## src/verilog/pnfc_pkg.sv

```systemverilog
// Package of constants and types for the parallel flash host controller.
package pnfc_pkg;
   localparam int ADDR_W      = 22;
   localparam int DATA_W      = 16;
   localparam int WORDS_BIG   = 4194304;
   localparam int WORDS_SMALL = 2097152;
   localparam int PAGE_WORDS  = 8;
   localparam int WBUF_WORDS  = 16;
   // Bus timing in ns and in 40 ns clock cycles.
   localparam int CLK_NS        = 40;
   localparam int T_ACC_NS      = 90;
   localparam int T_PAGE_NS     = 25;
   localparam int ACC_CYC       = (T_ACC_NS + CLK_NS - 1) / CLK_NS;
   localparam int PAGE_CYC_RAW  = (T_PAGE_NS + CLK_NS - 1) / CLK_NS;
   localparam int PAGE_CYC      = (PAGE_CYC_RAW < 1) ? 1 : PAGE_CYC_RAW;
   localparam int WR_CYC        = 2;
   localparam logic [3:0] CNT_ACC  = 4'(ACC_CYC);
   localparam logic [3:0] CNT_PAGE = 4'(PAGE_CYC);
   localparam logic [3:0] CNT_WR   = 4'(WR_CYC);
   // Command sequence words; the codes are plain defaults.
   localparam logic [ADDR_W-1:0] UNLOCK_A1 = 22'h000555;
   localparam logic [ADDR_W-1:0] UNLOCK_A2 = 22'h0002AA;
   localparam logic [DATA_W-1:0] UNLOCK_D1 = 16'h00AA;
   localparam logic [DATA_W-1:0] UNLOCK_D2 = 16'h0055;
   localparam logic [DATA_W-1:0] CMD_PROG  = 16'h00A0;
   localparam logic [DATA_W-1:0] CMD_RESET = 16'h00F0;
   localparam int POLL_BIT   = 7;
   localparam int TOGGLE_BIT = 6;

   typedef enum logic [1:0] {
      PNFC_OP_READ  = 2'h0,
      PNFC_OP_PROG  = 2'h1,
      PNFC_OP_ABORT = 2'h2
   } pnfc_op_t;

   typedef struct packed {
      pnfc_op_t            op;
      logic                bypass;
      logic [ADDR_W-1:0]   addr;
      logic [DATA_W-1:0]   data;
   } pnfc_req_t;

   typedef struct packed {
      logic                ce_n;
      logic                oe_n;
      logic                we_n;
      logic                dq_oe;
      logic [ADDR_W-1:0]   addr;
      logic [DATA_W-1:0]   dq;
   } pnfc_bus_t;
endpackage : pnfc_pkg

```

## src/verilog/pnfc_host.sv

```systemverilog
// Host controller that reads and programs a parallel NOR flash over its pins.
//
// Contract
// - Program starts only via command write cycles.
// - Bypass mode programs in two cycles, otherwise four.
// - Completion shown by polling bit, toggle bit and busy output.
`timescale 1ns/10ps
module pnfc_host (
   input  wire logic              clk,
   input  wire logic              nrst,
   input  wire logic              req_valid,
   input  wire pnfc_pkg::pnfc_req_t req,
   output logic                   req_ready,
   output logic                   rsp_valid,
   output logic [15:0]            rsp_data,
   output logic                   rsp_err,
   output pnfc_pkg::pnfc_bus_t    bus,
   output logic                   flash_rst_n,
   output logic                   byte_n,
   output logic                   protect_accel_pin,
   input  wire logic [15:0]       dq_in,
   input  wire logic              busy_indicator
);
   import pnfc_pkg::*;

   typedef enum logic [2:0] {
      ST_IDLE  = 3'b000,
      ST_READ  = 3'b001,
      ST_WRITE = 3'b011,
      ST_GAP   = 3'b010,
      ST_POLL  = 3'b110,
      ST_RST   = 3'b111
   } pnfc_state_t;

   pnfc_state_t         state_q, state_d;
   pnfc_req_t           req_q;
   pnfc_bus_t           bus_q;
   logic [3:0]          cnt_q;
   logic [1:0]          step_q;
   logic [1:0]          nsteps_q;
   logic [ADDR_W-4:0]   page_q;
   logic                page_ok_q;
   logic [15:0]         prev_q;
   logic                first_q;
   logic                rsp_valid_q, rsp_err_q, rdy_q, frst_q;
   logic                prev_busy_q, byte_q, wp_q;
   logic [15:0]         rsp_data_q;

   // Address and data of command write number n of a program sequence.
   function automatic logic [ADDR_W+DATA_W-1:0] seq_word(
      input logic [1:0] n, input logic byp, input pnfc_req_t r);
      if (byp) begin
         seq_word = (n == 2'd0) ? {UNLOCK_A1, CMD_PROG} : {r.addr, r.data};
      end else begin
         unique case (n)
            2'd0: seq_word = {UNLOCK_A1, UNLOCK_D1};
            2'd1: seq_word = {UNLOCK_A2, UNLOCK_D2};
            2'd2: seq_word = {UNLOCK_A1, CMD_PROG};
            2'd3: seq_word = {r.addr, r.data};
         endcase
      end
   endfunction : seq_word

   wire               cnt_done  = (cnt_q == 4'h1);
   wire               same_page = page_ok_q
                                 && (req.addr[ADDR_W-1:3] == page_q);
   wire [ADDR_W+DATA_W-1:0] cur_word = seq_word(step_q, req_q.bypass, req_q);
   wire               last_step = (step_q == nsteps_q);
   // Polling bit equals the written data bit and toggle bit holds still.
   wire               poll_done = !busy_indicator && !first_q
      && (dq_in[POLL_BIT] == req_q.data[POLL_BIT])
      && (dq_in[TOGGLE_BIT] == prev_q[TOGGLE_BIT]);
   // A zero cannot be programmed back to one, so two status reads taken
   // with busy low that still do not settle end the program as failed.
   wire               prog_fail = (state_q == ST_POLL) && cnt_done
      && !busy_indicator && !first_q && !prev_busy_q && !poll_done;

   always_comb begin
      state_d = state_q;
      unique case (state_q)
         ST_IDLE:  if (req_valid && rdy_q) begin
            unique case (req.op)
               PNFC_OP_READ:  state_d = ST_READ;
               PNFC_OP_PROG:  state_d = ST_WRITE;
               PNFC_OP_ABORT: state_d = ST_RST;
               default:       state_d = ST_IDLE;
            endcase
         end
         ST_READ:  if (cnt_done) state_d = ST_IDLE;
         ST_WRITE: if (cnt_done) state_d = ST_GAP;
         ST_GAP:   state_d = last_step ? ST_POLL : ST_WRITE;
         ST_POLL:  if (cnt_done && (poll_done || prog_fail))
                      state_d = ST_IDLE;
         ST_RST:   if (cnt_done) state_d = ST_IDLE;
      endcase
   end

   always_ff @(posedge clk or negedge nrst) begin
      if (!nrst) begin
         state_q     <= ST_IDLE;
         req_q       <= '0;
         bus_q       <= '{ce_n: 1'b1, oe_n: 1'b1, we_n: 1'b1, default: '0};
         cnt_q       <= 4'h0;
         step_q      <= 2'd0;
         nsteps_q    <= 2'd0;
         page_q      <= '0;
         page_ok_q   <= 1'b0;
         prev_q      <= 16'hFFFF;
         first_q     <= 1'b1;
         rsp_valid_q <= 1'b0;
         rsp_err_q   <= 1'b0;
         rsp_data_q  <= 16'h0000;
         rdy_q       <= 1'b0;
         frst_q      <= 1'b0;
         prev_busy_q <= 1'b1;
         byte_q      <= 1'b1;
         wp_q        <= 1'b0;
      end else begin
         state_q     <= state_d;
         rsp_valid_q <= 1'b0;
         // Ready follows a whole idle cycle, so it never meets an answer.
         rdy_q       <= (state_d == ST_IDLE) && (state_q == ST_IDLE);
         frst_q      <= 1'b1;
         byte_q      <= 1'b1;
         // Write-protect held low keeps the edge sector guarded.
         wp_q        <= 1'b0;
         if (cnt_q != 4'h0) cnt_q <= cnt_q - 4'h1;
         unique case (state_q)
            ST_IDLE: begin
               // Chip deselected while idle so the flash drops to standby.
               bus_q.ce_n <= 1'b1;
               bus_q.oe_n <= 1'b1;
               bus_q.we_n <= 1'b1;
               bus_q.dq_oe <= 1'b0;
               if (req_valid && rdy_q) begin
                  req_q <= req;
                  if (req.op == PNFC_OP_READ) begin
                     bus_q <= '{ce_n: 1'b0, oe_n: 1'b0, we_n: 1'b1,
                                dq_oe: 1'b0, addr: req.addr, dq: '0};
                     cnt_q <= same_page ? CNT_PAGE : CNT_ACC;
                     page_q <= req.addr[ADDR_W-1:3];
                  end else if (req.op == PNFC_OP_PROG) begin
                     step_q   <= 2'd0;
                     nsteps_q <= req.bypass ? 2'd1 : 2'd3;
                     cnt_q    <= CNT_WR;
                     page_ok_q <= 1'b0;
                  end else if (req.op == PNFC_OP_ABORT) begin
                     cnt_q    <= CNT_ACC;
                     frst_q   <= 1'b0;
                     page_ok_q <= 1'b0;
                  end
               end
            end
            ST_READ: if (cnt_done) begin
               rsp_valid_q <= 1'b1;
               rsp_err_q   <= 1'b0;
               rsp_data_q  <= dq_in;
               page_ok_q   <= 1'b1;
            end
            ST_WRITE: begin
               // A program without bypass starts with an unlock sequence of writes; bypass skips it.
               bus_q.ce_n  <= 1'b0;
               bus_q.we_n  <= cnt_done;
               bus_q.oe_n  <= 1'b1;
               bus_q.dq_oe <= 1'b1;
               bus_q.addr  <= cur_word[ADDR_W+DATA_W-1:DATA_W];
               bus_q.dq    <= cur_word[DATA_W-1:0];
            end
            ST_GAP: begin
               bus_q.ce_n  <= 1'b1;
               bus_q.we_n  <= 1'b1;
               bus_q.dq_oe <= 1'b0;
               step_q      <= step_q + 2'd1;
               cnt_q       <= last_step ? CNT_ACC : CNT_WR;
               first_q     <= 1'b1;
               prev_busy_q <= 1'b1;
            end
            ST_POLL: begin
               // Status reads repeat until busy clears and polling settles, or a second busy-low read still does not settle.
               bus_q.ce_n <= 1'b0;
               bus_q.oe_n <= cnt_done;
               bus_q.addr <= req_q.addr;
               if (cnt_done) begin
                  prev_q  <= dq_in;
                  first_q <= 1'b0;
                  prev_busy_q <= busy_indicator;
                  cnt_q   <= CNT_ACC;
                  if (poll_done || prog_fail) begin
                     rsp_valid_q <= 1'b1;
                     rsp_err_q   <= prog_fail;
                     rsp_data_q  <= dq_in;
                  end
               end
            end
            ST_RST: begin
               frst_q <= cnt_done;
               if (cnt_done) rsp_valid_q <= 1'b1;
               if (cnt_done) rsp_err_q   <= 1'b0;
            end
         endcase
      end
   end

   assign req_ready         = rdy_q;
   assign rsp_valid         = rsp_valid_q;
   assign rsp_data          = rsp_data_q;
   assign rsp_err           = rsp_err_q;
   assign bus               = bus_q;
   assign flash_rst_n       = frst_q;
   assign byte_n            = byte_q;
   assign protect_accel_pin = wp_q;
endmodule : pnfc_host

```

## config.mk

```make
export PLATFORM = sky130hd
export DESIGN_NAME = pnfc_host
export DESIGN_NICKNAME = d
export VERILOG_FILES = /design/src/verilog/pnfc_pkg.sv /design/src/verilog/pnfc_host.sv
export SDC_FILE = /design/constraint.sdc
export NUM_CORES = 1
export LEC_CHECK = 0
export ABC_AREA = 1
export BUFFER_PORTS_ARGS = -buffer_cell sky130_fd_sc_hd__buf_4
export CORE_MARGIN = 8
export CORE_UTILIZATION = 40
export DETAILED_ROUTE_END_ITERATION = 10
export GPL_TIMING_DRIVEN = 0
export PLACE_DENSITY_LB_ADDON = 0.08
export SETUP_SLACK_MARGIN = 0.15
export SLEW_MARGIN = 20
export SYNTH_ARGS = -nofsm -noshare
export SYNTH_HDL_FRONTEND = slang
export SYNTH_SLANG_ARGS = --single-unit
```

## constraint.sdc

```tcl
create_clock -name clk -period 1.8 [get_ports clk]
set_input_delay 0.09 -clock clk [delete_from_list [all_inputs] [get_ports clk]]
set_output_delay 0.09 -clock clk [all_outputs]
set_load 0.01 [all_outputs]
```

==> run summary, run 1 <==
Lkg Pwr = 4.93 nW
cell internal pwr = 10.3 mW
flip-flop and latch area = 3390 um^2
total of max-cap violations = 0
GR Overflow Total = 0
Max Transition Viols Final = 0
# rows = 47
Most used DFF post-synth = dfrtp_1
CP Buf/Inv Count = 6
root buf cell = clkbuf_16
top cells by area, synth = dfrtp_1, nand2_1, o21ai_0, inv_1, nor2_1
clk_lat worst skew = 420 ps
Sw Share = 37.5%
Final setup viols = 0
die width = 145 um
peak supply drop = 0.000813 V
Syn Inst Count = 806
period utilization = 92.3%
count leader, synth = nand2_1
Syn Nets = 877
Final GP Congestion = 0.849
Final ANT Viol Nets = 0
Async SR Flop Fraction = 100%
status = finished clean
detailed placement HPWL = 13.7 mm
DRT Wirelength = 20.1 mm
flops & latches, synth = 135
TritonCTS clock tree = done
Synth cell types = 43
number of synthesized flops with an enable pin = 0
kind of end point of the critical path = flip-flop
Critical Path AT = 1970 ps
vias in the first global route = 6250
die area = 21100 um^2
Worst Path Required = 2110 ps
final hold violation count = 0
CTS H-tree lvls = 4
worst hold path type = input pin to flip-flop
Final nets = 1118
vias per cell = 4.82
Num CTS Buffers = 17
# IOs = 125
antenna violations before repair = 0
Synth Area per Inst = 8.28 um^2
largest net degree at the start of global routing = 93
slowest stage delay, CP = 380 ps
PortBufs = 122
TritonRoute pass-1 iters = 7
Core Area = 16500 um^2
Post-Synthesis Cell Area = 6680 um^2
post-synthesis sequential area ratio = 50.7%
cell taking the most area after synthesis = dfrtp_1
CP top delay family = buffers and inverters
CP Launch Type = flip-flop
reg2reg setup slack = 140 ps
Clock Sinks = 135
detailed-route via count = 6172
Reg power frac = 31.8%
Final Non-Filler Cells = 1280
unrepaired setup endpoints after global routing = yes
clock network power share = 22.9%
Comb power frac = 45.3%
critical path class = flip-flop to flip-flop
Synth-to-Final Area Change = 46.2%
placed insts = 1149
PwrDens = 1690 nW/um^2
first-pass GRT wire length = 32.7 mm
die height = 145 um
net switching power = 6.20 mW
drt initial violations = 377
largest fanout on the critical path = 5
layout cells sized above 1 = 29.1%
gr usage total = 19.2%
Filler Cells Inserted = 1526
# DRC = 0
crit-path cells = buf_8 -> buf_12 -> nand3_4 -> buf_12 -> nand2_4 -> inv_4 -> nand2_4 -> buf_4 -> clkbuf_16 -> nor2_1 -> nor2_1
commonest cells in the netlist = nand2_1, dfrtp_1, o21ai_0
clock skew = 6.87 ps
CTS clk-pin slew, worst paths = 60 ps
footprint of the multi-input gates = 2910 um^2
Synth Warn # = 0
Tmin final = 1660 ps
CTS Buffer Depth = 2
top cell type's share of synthesized area = 48.4%
Initial Utilization = 40.5%
Tot Pwr = 16.5 mW
wire per inst = 15.7 um
# diodes = 0
Worst path slowest cell = dfrtp_1
Max Freq = 602 MHz
[power by group through the flow]
stage          combinational, mW  sequential [mW]  clock (mW)
2_1_floorplan               3.65             5.39           0
3_3_place_gp                6.10             5.22           0
3_5_place_dp                6.18             5.24           0
4_1_cts                     6.90             5.22        3.85
5_1_grt                     8.30             5.40        3.99
6_report                    7.48             5.25        3.78
[placed cells by master, fill, tap and decap left out, drive strengths merged]
cell           n
a21oi         23
a31oi          1
a32o           7
a32oi          1
buf          184
bufinv         4
clkbuf        34
clkinv         3
clkinvlp       2
conb           2
dfrtp        129
dfstp          6
dlygate4sd3   57
ha            10
inv           89
mux2           1
nand2        259
nand3         42
nand4          5
nor2          72
nor3           2
nor3b          2
o2111ai        1
o211ai         3
o21ai         98
o22ai         12
o31ai          1
xnor2          3
xor2           7
[repair_timing]
| action | in CTS | in global routing |
|---|---|---|
| pin swaps | 9 | 18 |
| gates resized for setup | 35 | 49 |
| buffers inserted | 23 | 14 |
| gates cloned | 1 | 4 |
| setup endpoints to repair | 100 | 88 |
| endpoints found under the hold margin | 127 | 0 |
| hold buffers | 57 | 0 |
[state kept, by name (all words and copies together), names as in the netlist, 2 cells and up]
register  cells
bus          42
cnt_q         4
nsteps_q      2
state_q       3
rsp_data     16
step_q        2
page_q       19
req_q        39
[worst min-delay path: stages]
cell and delay [ps]:
buf_4 110, a21oi_1 70, o21ai_0 80, nand4_1 110
[cell families (layout without fill, tap and decap cells)]
kind of cell             Yosys count  count (layout)  synth area share (%)
other                              2               2                 0.112
adder cells (fa/ha/maj)           10              10                  1.87
XOR/XNOR                          10              10                  1.31
AO/OA/AOI/OAI                    147             147                  12.3
AND/OR/NAND/NOR                  381             382                  25.2
buffers and inverters            120             373                  8.30
multiplexers                       1               1                 0.169
flip-flops                       135             135                  50.7
[routing by layer]
layer	wire length (um)	up-vias	GRT usage (%)	part of all wire, %
li1	-	3074	-	-
met1	9000	2939	24.7	45
met2	9870	140	31.5	49
met3	938	19	4.54	4.7
met4	245	0	5.88	1.2
met5	0	-	0	0
[worst paths after layout]
kind,start,endpoint,cells after the start
hold reg to reg,req_q[5]$_DFFE_PN0P_,req_q[5]$_DFFE_PN0P_,2
min in group asynchronous,nrst,req_q[34]$_DFFE_PN0P_,2
setup / recovery,state_q[2]$_DFF_PN0_,bus[22]$_DFFE_PN0P_,11
setup reg to reg,state_q[2]$_DFF_PN0_,bus[22]$_DFFE_PN0P_,11
hold / removal,req[39],cnt_q[0]$_DFF_PN0_,4
max in group asynchronous,nrst,step_q[1]$_DFFE_PN0P_,3
[area by class of cell]
| type | instances | area share [%] |
|---|---|---|
| tap | 220 | 2.82 |
| buffer | 32 | 2.85 |
| clock buffer | 22 | 4.86 |
| sequential | 135 | 34.7 |
| multi-input combinational | 552 | 29.8 |
| timing repair buffer | 221 | 19.6 |
| inverter | 88 | 3.64 |
| clock inverter | 10 | 1.71 |
[per-stage QoR]
| step | util, % | TNS, ps | hold slack (ps) | instance area (um^2) | setup WS [ps] |
|---|---|---|---|---|---|
| floorplan | - | 0 | -206 | 6690 | 182 |
| global placement | 47.9 | -2640 | 286 | 7880 | -254 |
| detailed placement | 48.1 | -2380 | 12.4 | 7920 | -234 |
| CTS | 57.3 | 0 | 83.8 | 9430 | 94.9 |
| global route | 59.3 | 0 | 114 | 9760 | 74.9 |
| finish | 59.3 | 0 | 101 | 9760 | 139 |
Note: power is estimated with default switching activity, not from simulation.
==> run 2: changes to the inputs <==
--- a/config.mk
+++ b/config.mk
@@ -7,7 +7,7 @@
 export LEC_CHECK = 0
 export ABC_AREA = 1
 export BUFFER_PORTS_ARGS = -buffer_cell sky130_fd_sc_hd__buf_4
-export CORE_MARGIN = 8
+export CORE_MARGIN = 2
 export CORE_UTILIZATION = 40
 export DETAILED_ROUTE_END_ITERATION = 10
 export GPL_TIMING_DRIVEN = 0
==> run 2 against run 1 <==
Clock-buffer cell count down 1; total power up 0.36%; global-route usage up 2.4 points; clock power up 4%; largest power group unchanged; wire length down 4.0%; critical path depth unchanged; sequential power about the same; clock skew up 1.1 ps.
==> run summary, run 2 (same netlist as run 1, synthesis figures left out) <==
DRT Wirelength = 19.3 mm
kind of end point of the critical path = flip-flop
gr usage total = 21.6%
largest fanout on the critical path = 8
Critical Path AT = 1960 ps
Core Area = 16500 um^2
Max Transition Viols Final = 0
Setup WS post-layout = 152 ps
TritonCTS clock tree = done
worst hold path type = input pin to flip-flop
vias per cell = 4.84
CP Launch Type = flip-flop
Lkg Pwr = 4.93 nW
die width = 133 um
wire per inst = 15.1 um
CTS Buffer Depth = 2
# DRC = 0
Clock Sinks = 135
total of max-cap violations = 0
setup TNS = 0 ps
drt initial violations = 315
Num CTS Buffers = 17
net switching power = 6.15 mW
vias in the first global route = 5755
commonest non-fill, non-tap cells in the layout = nand2_1, buf_4, dfrtp_1, o21ai_0, inv_1
final hold violation count = 0
GR Overflow Total = 0
die area = 17700 um^2
CTS clk-pin slew, worst paths = 60 ps
Final nets = 1113
Sw Share = 37.2%
clock network power share = 23.7%
clk_lat worst skew = 420 ps
Final setup viols = 0
die height = 133 um
Worst Path Required = 2110 ps
Initial Utilization = 40.5%
period utilization = 91.6%
antenna violations before repair = 0
layout cells sized above 1 = 28.7%
# diodes = 0
crit-path cells = buf_8 -> buf_4 -> nor2_8 -> inv_2 -> nand2_4 -> inv_2 -> nand2_8 -> buf_8 -> o21ai_4 -> nor2_2 -> nor2_1
root buf cell = clkbuf_16
PwrDens = 1700 nW/um^2
detailed placement HPWL = 12.9 mm
first-pass GRT wire length = 29.9 mm
Worst path slowest cell = dfrtp_1
Max Freq = 607 MHz
pre-CTS setup slack = -265 ps
Final ANT Viol Nets = 0
unrepaired setup endpoints after global routing = yes
clock skew = 7.99 ps
PortBufs = 122
# IOs = 125
peak supply drop = 0.000838 V
Reg power frac = 31.5%
# rows = 47
Largest register FFs = 42
most common cell after layout, fill and taps aside = nand2_1
Synth-to-Final Area Change = 45.7%
Comb power frac = 44.8%
Final GP Congestion = 0.846
Tmin final = 1650 ps
critical path class = flip-flop to flip-flop
status = finished clean
TritonRoute pass-1 iters = 5
slowest stage delay, CP = 380 ps
CTS H-tree lvls = 4
cell internal pwr = 10.4 mW
largest net degree at the start of global routing = 92
detailed-route via count = 6175
-- run 2: cell count changes in the layout (fill, tap and decap cells not counted), moves of 4 or more --
cell	delta
nand2_1	+9
nand2_2	-10
o21ai_0	-4
o22ai_1	-5
o22ai_2	+5
o21ai_1	+4
-- run 2: per-layer routing --
| layer | up-vias | wire length [um] | track usage [%] |
|---|---|---|---|
| met5 | - | 0 | 0 |
| met4 | 0 | 267 | 5.67 |
| met3 | 21 | 716 | 4.41 |
| met2 | 137 | 9240 | 35.3 |
| met1 | 2951 | 9030 | 29.6 |
| li1 | 3066 | - | - |
-- run 2: worst paths after layout --
path	from	slack, ps	endpoint	cells past startpoint
setup / recovery	state_q[2]$_DFF_PN0_	150	bus[22]$_DFFE_PN0P_	11
hold / removal	req[39]	100	cnt_q[0]$_DFF_PN0_	4
setup reg to reg	state_q[2]$_DFF_PN0_	150	bus[22]$_DFFE_PN0P_	11
hold reg to reg	page_ok_q$_DFFE_PN0P_	470	page_ok_q$_DFFE_PN0P_	2
max in group asynchronous	nrst	840	step_q[0]$_DFFE_PN0P_	3
min in group asynchronous	nrst	150	bus[34]$_DFFE_PN0P_	2
-- run 2: final cells by class --
cell class	count	area (um^2)
fill	1522	6740
sequential	135	3390
multi-input combinational	552	2930
timing repair buffer	216	1850
clock buffer	21	470
inverter	88	347
tap	220	275
buffer	32	273
clock inverter	11	194
-- run 2: critical path, delay by kind of cell, from the launching register on --
| kind | cells | cell delay (ps) |
|---|---|---|
| flops | 1 | 380 |
| buf+inv | 5 | 590 |
| simple gates | 5 | 500 |
| compound gates | 1 | 60 |
-- run 2: timing repair --
| item | in CTS | in global routing |
|---|---|---|
| pin swaps | 11 | 18 |
| gates cloned | 1 | 2 |
| hold endpoints to repair | 115 | 0 |
| setup buffers | 21 | 13 |
| resized for setup | 43 | 44 |
| setup endpoints to repair | 93 | 91 |
| hold buffers | 57 | 0 |
-- run 2: power by group through the flow --
| stage | Combinational [mW] | Sequential, mW | Clock (mW) |
|---|---|---|---|
| after floorplan | 3.65 | 5.39 | 0 |
| after global placement | 6.03 | 5.24 | 0 |
| after detailed placement | 6.11 | 5.24 | 0 |
| after CTS | 6.89 | 5.21 | 3.99 |
| after global routing | 8.15 | 5.37 | 4.10 |
| final | 7.42 | 5.22 | 3.93 |
-- run 2: stage by stage --
stage	std cells	power (mW)	utilization [%]	hold slack, ps	cell area (um^2)
after floorplan	806	9.04	-	-206	6690
after global placement	1148	11.3	47.9	289	7880
after detailed placement	1149	11.4	48.1	13.4	7920
after CTS	1260	16.1	57.5	83.6	9470
after global routing	1275	17.6	59.1	115	9730
final	1275	16.6	59.1	100	9730
